==> config.mk <==
export PLATFORM = sky130hd
export DESIGN_NAME = cdg_top
export DESIGN_NICKNAME = d
export VERILOG_FILES = /design/src/logic/cdg_pkg.sv /design/src/logic/cdg_divider.sv /design/src/logic/cdg_slip_monitor.sv /design/src/logic/cdg_top.sv
export SDC_FILE = /design/constraint.sdc
export NUM_CORES = 1
export LEC_CHECK = 0
export BUFFER_PORTS_ARGS = -buffer_cell sky130_fd_sc_hd__buf_2
export CAP_MARGIN = 30
export CORE_MARGIN = 2
export CORE_UTILIZATION = 45
export CTS_BUF_LIST = sky130_fd_sc_hd__clkbuf_2
export CTS_CLUSTER_DIAMETER = 100
export CTS_CLUSTER_SIZE = 30
export DETAILED_ROUTE_END_ITERATION = 12
export GPL_TIMING_DRIVEN = 0
export PLACE_DENSITY = 0.73
export SETUP_SLACK_MARGIN = 0.15
export SKIP_LAST_GASP = 1
export SLEW_MARGIN = 20
export SYNTH_ARGS = -nofsm -noshare
export SYNTH_HDL_FRONTEND = slang
export SYNTH_SLANG_ARGS = --single-unit
==> constraint.sdc <==
create_clock -name SYS_CLK -period 3.43 [get_ports SYS_CLK]
set_input_delay 0.343 -clock SYS_CLK [delete_from_list [all_inputs] [get_ports SYS_CLK]]
set_output_delay 0.343 -clock SYS_CLK [all_outputs]
set_load 0.005 [all_outputs]
==> src/logic/cdg_pkg.sv <==
package cdg_pkg;

  localparam int ADDR_W = 32;
  localparam int DATA_W = 32;

  // Register byte addresses
  localparam logic [31:0] OFS_SRC_DIS = 32'hffffe030;
  localparam logic [31:0] OFS_DOM_DIS = 32'hffffe03c;
  localparam logic [31:0] OFS_MAIN_SRC = 32'hffffe048;
  localparam logic [31:0] OFS_ASYNC_SRC = 32'hffffe04c;
  localparam logic [31:0] OFS_OST_SRC = 32'hffffe050;
  localparam logic [31:0] OFS_PLL1_A = 32'hffffe070;
  localparam logic [31:0] OFS_PLL1_B = 32'hffffe074;
  localparam logic [31:0] OFS_SELF_TEST_DIV = 32'hffffe108;
  localparam logic [31:0] OFS_ACON1 = 32'hffffe140;
  localparam logic [31:0] OFS_PLL2 = 32'hffffe0c8;
  localparam logic [31:0] OFS_PDIV = 32'hffffe0d0;
  localparam logic [31:0] OFS_STATUS = 32'hffffe0ec;

  // Reset values
  localparam logic [7:0] SRC_DIS_RST = 8'hce;
  localparam logic [11:0] DOM_DIS_RST = 12'h000;
  localparam logic [2:0] MAIN_SRC_RST = 3'h0;
  localparam logic [31:0] ASYNC_SRC_RST = 32'h00000909;
  localparam logic [31:0] OST_SRC_RST = 32'h00000009;
  localparam logic [31:0] ACON1_RST = 32'h00090109;
  localparam logic [31:0] ZERO_RST = 32'h00000000;

  // Selector code standing for the primary peripheral clock
  localparam logic [3:0] SEL_PERIPH = 4'h9;

  // Domain disable bit positions
  localparam int DD_CPU = 0;
  localparam int DD_BUS = 1;
  localparam int DD_P1 = 2;
  localparam int DD_P2 = 3;
  localparam int DD_A1 = 4;
  localparam int DD_A2 = 5;
  localparam int DD_OST = 6;
  localparam int DD_P3 = 8;
  localparam int DD_A3 = 10;
  localparam int DD_A4 = 11;

  // Field positions
  localparam int ASRC_A1_LSB = 0;
  localparam int ASRC_A2_LSB = 8;
  localparam int ACON_A3SEL_LSB = 0;
  localparam int ACON_GATE = 4;
  localparam int ACON_DIV_LSB = 8;
  localparam int ACON_A4SEL_LSB = 16;
  localparam int OST_SEL_LSB = 0;
  localparam int OST_PRE_LSB = 8;
  localparam int PDIV_STRIDE = 8;
  localparam int STC_DIV_LSB = 0;
  localparam int PLL_SLIPRST = 31;
  localparam int PLL_FM = 31;
  localparam int PLL_MULT_LSB = 8;
  localparam int PLL_DIV_LSB = 0;
  localparam int STAT_SLIP1 = 8;
  localparam int STAT_SLIP2 = 9;

  // Peripheral division codes
  localparam logic [1:0] PDIV_BY1 = 2'h0;
  localparam logic [1:0] PDIV_BY2 = 2'h1;
  localparam logic [1:0] PDIV_BY16 = 2'h2;

  typedef struct packed {
    logic [ADDR_W-1:0] addr;
    logic [DATA_W-1:0] wdata;
    logic wr;
    logic rd;
  } cdg_req_t;

  typedef struct packed {
    logic bus;
    logic cpu;
    logic cpu_dly;
    logic p1;
    logic p2;
    logic p3;
    logic a1;
    logic a2;
    logic a3s;
    logic a3d;
    logic a4;
    logic ost;
  } cdg_tick_t;

  typedef struct packed {
    logic fm_en;
    logic slip_rst_en;
    logic [7:0] mult;
    logic [2:0] prediv;
    logic [2:0] postdiv;
  } cdg_pll_cfg_t;

endpackage

==> src/logic/cdg_divider.sv <==
`timescale 1ns/1ps
module cdg_divider #(
  parameter int W = 3
) (
  input wire logic clk,
  input wire logic rst_b,
  input wire logic clr,
  input wire logic in_tick,
  input wire logic [W-1:0] div,
  output logic out_tick
);
  logic [W-1:0] cnt;

  // New divide values load only at wrap, so only a clear cuts a period short
  always_ff @(posedge clk or negedge rst_b) begin
    if (!rst_b) begin
      cnt <= '0;
    end else if (clr) begin
      cnt <= '0;
    end else if (in_tick) begin
      cnt <= (cnt == '0) ? div : cnt - 1'b1;
    end
  end

  assign out_tick = in_tick && (cnt == '0);
endmodule // cdg_divider

==> src/logic/cdg_slip_monitor.sv <==
`timescale 1ns/1ps
module cdg_slip_monitor (
  input wire logic clk,
  input wire logic rst_b,
  input wire logic slip,
  input wire logic clr,
  input wire logic reset_en,
  output logic flag,
  output logic reset_req
);
  // A slip in the clearing cycle keeps the flag set
  always_ff @(posedge clk or negedge rst_b) begin
    if (!rst_b) begin
      flag <= 1'b0;
    end else if (slip) begin
      flag <= 1'b1;
    end else if (clr) begin
      flag <= 1'b0;
    end
  end

  always_ff @(posedge clk or negedge rst_b) begin
    if (!rst_b) begin
      reset_req <= 1'b0;
    end else begin
      reset_req <= slip && reset_en;
    end
  end
endmodule // cdg_slip_monitor

==> src/logic/cdg_top.sv <==
// Operation
// - CPU clock in phase with bus clock; bit 0 gates CPU, bit 1 bus.
// - During self-test the CPU clock divides by 1 to 8 from its field.
// - Delayed CPU clock has CPU frequency and lags it by two cycles.
// - Delayed CPU clock shares the CPU gate and self-test division.
// - Each peripheral clock is bus clock divided by 1, 2 or 16.
// - Bits 2, 3 and 8 gate the three peripheral clocks independently.
// - Async clocks one and two default to primary peripheral; bits 4, 5.
// - Async three source: primary peripheral default, up to bus rate, bit 10.
// - Async three divided clock is its source divided by 1 to 8.
// - After reset async three divided clock runs at half its source.
// - Own gate bit stops async three divided clock while its source runs.
// - Async clock four defaults to primary peripheral; bit 11 gates it.
// - OS-timer clock defaults to primary peripheral; bit 6 gates it.
// - Each domain picks its source; main domains share one selector.
// - First PLL may modulate frequency; second PLL never modulates.
// - Each PLL has slip monitoring; option resets device on slip.
// - Two registers configure the first PLL, a third the second.
// - Each source has its own disable bit at its source number.
//
// Added by the designer: strobed register access.
`timescale 1ns/1ps
module cdg_top
  import cdg_pkg::*;
(
  input wire logic SYS_CLK,
  input wire logic RST_B,
  input wire cdg_req_t REG_REQ,
  output logic [DATA_W-1:0] RD_DATA,
  input wire logic [7:0] SRC_TICK,
  input wire logic SELF_TEST_ACTIVE,
  input wire logic PLL1_SLIP,
  input wire logic PLL2_SLIP,
  output cdg_tick_t DOMAIN_TICK,
  output logic [7:0] SRC_ENABLE,
  output cdg_pll_cfg_t PLL1_CFG,
  output cdg_pll_cfg_t PLL2_CFG,
  output logic DEVICE_RESET_REQ
);

  logic [7:0] src_dis;
  logic [11:0] dom_dis;
  logic [2:0] main_sel;
  logic [31:0] async_src;
  logic [31:0] acon1;
  logic [31:0] ost_src;
  logic [31:0] pdiv;
  logic [31:0] stc_div;
  logic [31:0] pll1_a;
  logic [31:0] pll1_b;
  logic [31:0] pll2;
  logic [7:0] src_ok;
  logic hclk_raw;
  logic cpu_div;
  logic [2:0] p_raw;
  logic a3s_raw;
  logic a3d_raw;
  logic ost_raw;
  logic cpu_d1;
  logic slip1_flag;
  logic slip2_flag;
  logic slip1_req;
  logic slip2_req;
  logic clr_slip1;
  logic clr_slip2;
  logic [DATA_W-1:0] next_rd_data;
  cdg_tick_t next_tick;

  // Selected source tick; code 9 picks the primary peripheral tick, other codes above the source range give no clock
  function automatic logic pick(input logic [3:0] sel,
                                input logic [7:0] ok,
                                input logic periph);
    if (sel == SEL_PERIPH) begin
      return periph;
    end else if (sel[3]) begin
      return 1'b0;
    end
    return ok[sel[2:0]];
  endfunction

  function automatic logic [3:0] periph_div(input logic [1:0] code);
    case (code)
      PDIV_BY1: return 4'h0;
      PDIV_BY2: return 4'h1;
      PDIV_BY16: return 4'hf;
      default: return 4'h0;
    endcase
  endfunction

  function automatic logic wr_hit(input cdg_req_t r,
                                  input logic [31:0] ofs);
    return r.wr && (r.addr == ofs);
  endfunction

  // Register writes
  always_ff @(posedge SYS_CLK or negedge RST_B) begin
    if (!RST_B) begin
      src_dis <= SRC_DIS_RST;
      dom_dis <= DOM_DIS_RST;
      main_sel <= MAIN_SRC_RST;
    end else begin
      if (wr_hit(REG_REQ, OFS_SRC_DIS)) begin
        src_dis <= REG_REQ.wdata[7:0];
      end
      if (wr_hit(REG_REQ, OFS_DOM_DIS)) begin
        dom_dis <= REG_REQ.wdata[11:0];
      end
      if (wr_hit(REG_REQ, OFS_MAIN_SRC)) begin
        main_sel <= REG_REQ.wdata[2:0];
      end
    end
  end

  always_ff @(posedge SYS_CLK or negedge RST_B) begin
    if (!RST_B) begin
      async_src <= ASYNC_SRC_RST;
      acon1 <= ACON1_RST;
      ost_src <= OST_SRC_RST;
      pdiv <= ZERO_RST;
      stc_div <= ZERO_RST;
    end else begin
      if (wr_hit(REG_REQ, OFS_ASYNC_SRC)) begin
        async_src <= REG_REQ.wdata;
      end
      if (wr_hit(REG_REQ, OFS_ACON1)) begin
        acon1 <= REG_REQ.wdata;
      end
      if (wr_hit(REG_REQ, OFS_OST_SRC)) begin
        ost_src <= REG_REQ.wdata;
      end
      if (wr_hit(REG_REQ, OFS_PDIV)) begin
        pdiv <= REG_REQ.wdata;
      end
      if (wr_hit(REG_REQ, OFS_SELF_TEST_DIV)) begin
        stc_div <= REG_REQ.wdata;
      end
    end
  end

  always_ff @(posedge SYS_CLK or negedge RST_B) begin
    if (!RST_B) begin
      pll1_a <= ZERO_RST;
      pll1_b <= ZERO_RST;
      pll2 <= ZERO_RST;
    end else begin
      if (wr_hit(REG_REQ, OFS_PLL1_A)) begin
        pll1_a <= REG_REQ.wdata;
      end
      if (wr_hit(REG_REQ, OFS_PLL1_B)) begin
        pll1_b <= REG_REQ.wdata;
      end
      if (wr_hit(REG_REQ, OFS_PLL2)) begin
        pll2 <= REG_REQ.wdata;
      end
    end
  end

  // PLL settings as seen by the analog macros
  always_comb begin
    PLL1_CFG.fm_en = pll1_b[PLL_FM];
    PLL1_CFG.slip_rst_en = pll1_a[PLL_SLIPRST];
    PLL1_CFG.mult = pll1_a[PLL_MULT_LSB +: 8];
    PLL1_CFG.prediv = pll1_a[PLL_DIV_LSB +: 3];
    PLL1_CFG.postdiv = pll1_b[PLL_DIV_LSB +: 3];
    PLL2_CFG.fm_en = 1'b0;
    PLL2_CFG.slip_rst_en = pll2[PLL_SLIPRST];
    PLL2_CFG.mult = pll2[PLL_MULT_LSB +: 8];
    PLL2_CFG.prediv = pll2[PLL_DIV_LSB +: 3];
    PLL2_CFG.postdiv = pll2[PLL_DIV_LSB + 4 +: 3];
  end

  // Source gating
  assign src_ok = SRC_TICK & ~src_dis;

  always_ff @(posedge SYS_CLK or negedge RST_B) begin
    if (!RST_B) begin
      SRC_ENABLE <= ~SRC_DIS_RST;
    end else begin
      SRC_ENABLE <= ~src_dis;
    end
  end

  assign hclk_raw = pick({1'b0, main_sel}, src_ok, 1'b0);

  // Self-test division; counter held clear outside self-test
  cdg_divider #(.W(3)) u_cpu_div (
    .clk(SYS_CLK),
    .rst_b(RST_B),
    .clr(!SELF_TEST_ACTIVE),
    .in_tick(hclk_raw),
    .div(stc_div[STC_DIV_LSB +: 3]),
    .out_tick(cpu_div)
  );

  for (genvar i = 0; i < 3; i++) begin : g_periph
    cdg_divider #(.W(4)) u_pdiv (
      .clk(SYS_CLK),
      .rst_b(RST_B),
      .clr(1'b0),
      .in_tick(hclk_raw),
      .div(periph_div(pdiv[PDIV_STRIDE*i +: 2])),
      .out_tick(p_raw[i])
    );
  end

  assign a3s_raw = pick(acon1[ACON_A3SEL_LSB +: 4], src_ok, p_raw[0]);

  cdg_divider #(.W(3)) u_a3_div (
    .clk(SYS_CLK),
    .rst_b(RST_B),
    .clr(1'b0),
    .in_tick(a3s_raw && !dom_dis[DD_A3]),
    .div(acon1[ACON_DIV_LSB +: 3]),
    .out_tick(a3d_raw)
  );

  // Prescale of 1, 2, 4 or 8 for the timer
  cdg_divider #(.W(3)) u_ost_div (
    .clk(SYS_CLK),
    .rst_b(RST_B),
    .clr(1'b0),
    .in_tick(pick(ost_src[OST_SEL_LSB +: 4], src_ok, p_raw[0])),
    .div(3'((4'h1 << ost_src[OST_PRE_LSB +: 2]) - 4'h1)),
    .out_tick(ost_raw)
  );

  // Gating acts on whole ticks, so a domain never sees a runt
  always_comb begin
    next_tick.bus = hclk_raw && !dom_dis[DD_BUS];
    next_tick.cpu = (SELF_TEST_ACTIVE ? cpu_div : hclk_raw)
                    && !dom_dis[DD_CPU];
    next_tick.cpu_dly = cpu_d1;
    next_tick.p1 = p_raw[0] && !dom_dis[DD_P1];
    next_tick.p2 = p_raw[1] && !dom_dis[DD_P2];
    next_tick.p3 = p_raw[2] && !dom_dis[DD_P3];
    next_tick.a1 = pick(async_src[ASRC_A1_LSB +: 4], src_ok, p_raw[0])
                   && !dom_dis[DD_A1];
    next_tick.a2 = pick(async_src[ASRC_A2_LSB +: 4], src_ok, p_raw[0])
                   && !dom_dis[DD_A2];
    next_tick.a3s = a3s_raw && !dom_dis[DD_A3];
    next_tick.a3d = a3d_raw && !acon1[ACON_GATE];
    next_tick.a4 = pick(acon1[ACON_A4SEL_LSB +: 4], src_ok, p_raw[0])
                   && !dom_dis[DD_A4];
    next_tick.ost = ost_raw && !dom_dis[DD_OST];
  end

  // The delayed copy follows the CPU tick, so it shares gate and division
  always_ff @(posedge SYS_CLK or negedge RST_B) begin
    if (!RST_B) begin
      cpu_d1 <= 1'b0;
      DOMAIN_TICK <= '0;
    end else begin
      cpu_d1 <= DOMAIN_TICK.cpu;
      DOMAIN_TICK <= next_tick;
    end
  end

  // Slip monitoring
  assign clr_slip1 = wr_hit(REG_REQ, OFS_STATUS) && REG_REQ.wdata[STAT_SLIP1];
  assign clr_slip2 = wr_hit(REG_REQ, OFS_STATUS) && REG_REQ.wdata[STAT_SLIP2];

  cdg_slip_monitor u_slip1 (
    .clk(SYS_CLK),
    .rst_b(RST_B),
    .slip(PLL1_SLIP),
    .clr(clr_slip1),
    .reset_en(pll1_a[PLL_SLIPRST]),
    .flag(slip1_flag),
    .reset_req(slip1_req)
  );

  cdg_slip_monitor u_slip2 (
    .clk(SYS_CLK),
    .rst_b(RST_B),
    .slip(PLL2_SLIP),
    .clr(clr_slip2),
    .reset_en(pll2[PLL_SLIPRST]),
    .flag(slip2_flag),
    .reset_req(slip2_req)
  );

  always_ff @(posedge SYS_CLK or negedge RST_B) begin
    if (!RST_B) begin
      DEVICE_RESET_REQ <= 1'b0;
    end else begin
      DEVICE_RESET_REQ <= slip1_req || slip2_req;
    end
  end

  // Read path; unmapped addresses read zero
  always_comb begin
    next_rd_data = '0;
    if (REG_REQ.rd) begin
      case (REG_REQ.addr)
        OFS_SRC_DIS: next_rd_data = {24'h000000, src_dis};
        OFS_DOM_DIS: next_rd_data = {20'h00000, dom_dis};
        OFS_MAIN_SRC: next_rd_data = {29'h00000000, main_sel};
        OFS_ASYNC_SRC: next_rd_data = async_src;
        OFS_ACON1: next_rd_data = acon1;
        OFS_OST_SRC: next_rd_data = ost_src;
        OFS_PDIV: next_rd_data = pdiv;
        OFS_SELF_TEST_DIV: next_rd_data = stc_div;
        OFS_PLL1_A: next_rd_data = pll1_a;
        OFS_PLL1_B: next_rd_data = pll1_b;
        OFS_PLL2: next_rd_data = pll2;
        OFS_STATUS: next_rd_data = {22'h000000, slip2_flag, slip1_flag,
                                    src_ok};
        default: next_rd_data = '0;
      endcase
    end
  end

  always_ff @(posedge SYS_CLK or negedge RST_B) begin
    if (!RST_B) begin
      RD_DATA <= '0;
    end else begin
      RD_DATA <= next_rd_data;
    end
  end
endmodule // cdg_top

==> impl_metrics.toml <==
[status]
status = "completed"

[clock_tree]
cts_inserted_buffers = 16
cts_sinks = 358
cts_tree = "yes"
htree_num_levels = 1
postCtsResizedCells = 0
cts-root-buf = "clkbuf_2"
post-cts-setup-buffers = 0
path_clk_slew_ns = 0.50
worstSkewPairLatency_ns = 1.03
clockBufferDepth = 3

[timing]
fin_crit_sh_pct = 91.2
finalClockSkew_ns = 0.108
finalSetupViolations = 0
worstMarginPinSlew_ns = 1.04
slew_headroom_pct = 30.6
min_period_ns = 3.13
finalWorstSetupSlack_ns = 0.303
tns_ns = 0
final_hold_viol_count = 0
slew_viol_final = 0
max_freq_mhz = 320
rsz0062_at_grt = "no"

[setup_path]
worstPathCellList = "dlygate4sd3_1, buf_2, nand2_1, nor3_1, dlygate4sd3_1, nor4b_4, dlygate4sd3_1, nand2_1, buf_2, mux2_1"
crit_required_ns = 4.33
worstPathArrival_ns = 4.02
slowest_delay_ns = 0.66
critPathLaunchType = "input pin"
worstPathMaxFanout = 10
cp.depth = 10
slowest_stage = "dlygate4sd3_1"
crit_type = "in2reg"
r2r-end = "u_a3_div.cnt[2]"
r2r_cells = 7
r2r_slack_ns = 0.45
path_common_cell = "dlygate4sd3_1"
r2r_start = "src_dis[6]"
crit_end = "dom_dis[1]"
cp-end-kind = "flop"
crit_path_start = "REG_REQ[39]"
crit_family = "buffers and inverters"
crit_buf_inv = 5

[pwr]
power.total_mw = 6.75
swShare_pct = 26.2
p_leak_nw = 8.86
p_per_area_mw_per_mm2 = 360
switching_power_mw = 1.76
p_int_mw = 4.98
vdd_ir_drop_max_mv = 0.314
clockPowerShare_pct = 24.3
combPwrFrac_pct = 9.5
sequentialPowerShare_pct = 66.2

[layout]
final_cell_mix = "339 x dfrtp_1, 177 x buf_2, 171 x mux2_2, 109 x mux2_1"
nets = 1512
final_common_cell = "dfrtp_1"
drive_gt1_share_pct = 35.1
final_util_pct = 51.5
synthToLayoutAreaGrowth_pct = 13.3

[yosys]
synth_edf_count = 0
synthCells = 1195
synthFlopType = "dfrtp_1"
synth_cell_types = 64
ys_ff_latch = 358
async_reset_ff_share_pct = 100
syn-num-nets = 1286
yosys.area.top_type = "dfrtp_1"
synth_top_area_share_pct = 51.3
syn_area_per_cell_sq_um = 13.8
synthesis.area_sq_mm = 0.0165
synthTopCellsByArea = "dfrtp_1 51%, mux2_2 12%, mux2_1 7.4%"
ys_warn_count = 0
seq_area_frac_synth_pct = 54.4

[global_route]
grt_util_all_layers_pct = 24.1
grt_pass1_wl_microns = 70500
grt_overflow = 0
antenna_found_initial = 3
grt_max_degree = 104
grt_pass1_vias = 11686

[die]
die_width_microns = 196
num_rows = 70
io_pins = 164
core_area_sq_mm = 0.0363
fp.dieH_microns = 196
die-area_sq_mm = 0.0383
floorplan.initialDensity_pct = 45.5

[routing]
vias = 11461
drt-initial-drc-count = 1063
detailedRoute.firstPassIterationCount = 7
viasPerCell = 6.03
ant_nets = 0
drt_wl_total_microns = 46000
wl_per_cell_microns = 24.2
drcViolationCount = 0

[placed_design]
globalplace.congestion = 0.910
dp_hpwl_microns = 31700
place.port_buffers = 153
dp_slack_ns = 0.0152

[hold_path]
hp-class = "in2reg"
hold_depth = 6

[job]
cap_viol_max_count = 0
power by group through the flow:
stage / Sequential [mW] / Combinational [mW] / Clock (mW)
3_5_place_dp: 4.50 / 0.599 / 0
6_report: 4.47 / 0.644 / 1.64
3_3_place_gp: 4.50 / 0.553 / 0
2_1_floorplan: 4.48 / 0.335 / 0
5_1_grt: 4.49 / 0.727 / 1.81
4_1_cts: 4.46 / 0.645 / 1.68
cell usage after synthesis (9+ instances only):
cell type / number
nand3_1: 14
nor2_1: 33
o21ai_0: 9
nor4_1: 11
inv_1: 29
dfstp_2: 19
dfrtp_1: 339
nor3_1: 11
clkbuf_1: 35
buf_1: 11
a21oi_1: 22
o22ai_1: 10
a221oi_1: 13
mux4_2: 11
mux2_1: 109
a31oi_4: 30
buf_4: 40
a22oi_1: 50
nand2_1: 27
mux2_2: 171
ha_1: 12
a222oi_1: 45
nor2b_1: 13
buf_2: 24
sequential cells by signal (all words and copies together) (netlist names), 8 cells and up:
name	count
acon1	32
pll1_a	32
pll2	32
src_dis	8
pll1_b	32
dom_dis	12
stc_div	32
async_src	32
RD_DATA	32
ost_src	32
SRC_ENABLE	8
pdiv	32
DOMAIN_TICK	12
g_periph.u_pdiv.cnt	12
worst min-delay path by stage:
stage | slack [ns] | endpoint | startpoint
after floorplan | 0.05 | DEVICE_RESET_REQ | RST_B
after global placement | 0.34 | DOMAIN_TICK[9] | cpu_d1
after CTS | 0.001 | stc_div[31] | REG_REQ[37]
final | 0.08 | pll1_a[0] | REG_REQ[41]
after global routing | -0.004 | u_slip2.reset_req | PLL2_SLIP
after detailed placement | 0.34 | DOMAIN_TICK[9] | cpu_d1
worst reg2reg max path, delay by kind of cell (launching register included):
family / cells / cell delay, ns
buf+inv: 1 / 0.16
compound gates: 2 / 0.50
simple gates: 2 / 1.02
flops: 1 / 0.52
mux: 2 / 0.69
per-layer routing:
metal	track usage (%)	wire, microns
met5	0	0
met4	9.70	2050
met1	32.3	19300
met3	2.97	2690
met2	39.9	21900
area by class of cell:
class / instances / area (sq um)
Antenna cell: 4 / 10.0
Clock buffer: 23 / 115
Clock inverter: 4 / 96.3
Sequential cell: 358 / 8980
Tap cell: 468 / 586
Buffer: 114 / 664
Fill cell: 3108 / 17600
Timing Repair Buffer: 208 / 1390
Inverter: 29 / 109
Multi-Input combinational cell: 694 / 6770
stage by stage:
step	instance area [sq um]	hold slack (ns)	cells
floorplan	16500	0.0474	1195
detailed placement	18000	0.339	1820
global placement	17900	0.341	1816
global route	18700	-0.00380	1901
finish	18700	0.0777	1902
CTS	18700	0.00141	1898
repair_timing:
| item | 4_1_cts | 5_1_grt |
|---|---|---|
| endpoints found under the hold margin | 565 | 0 |
| endpoints found under the setup margin | 0 | 0 |
| hold buffers | 51 | 0 |
kinds of logic (layout without fill, tap and decap cells):
group,Yosys count,count (layout),synth area share (%)
fa+ha+maj,12,12,0.909
buf+inv,143,378,4.68
other cells,1,5,0.0227
mux,299,299,21.1
compound gates,219,219,12.9
flops,358,358,54.4
simple gates,163,163,6.04
No activity file was read; power rests on OpenSTA's default activity.
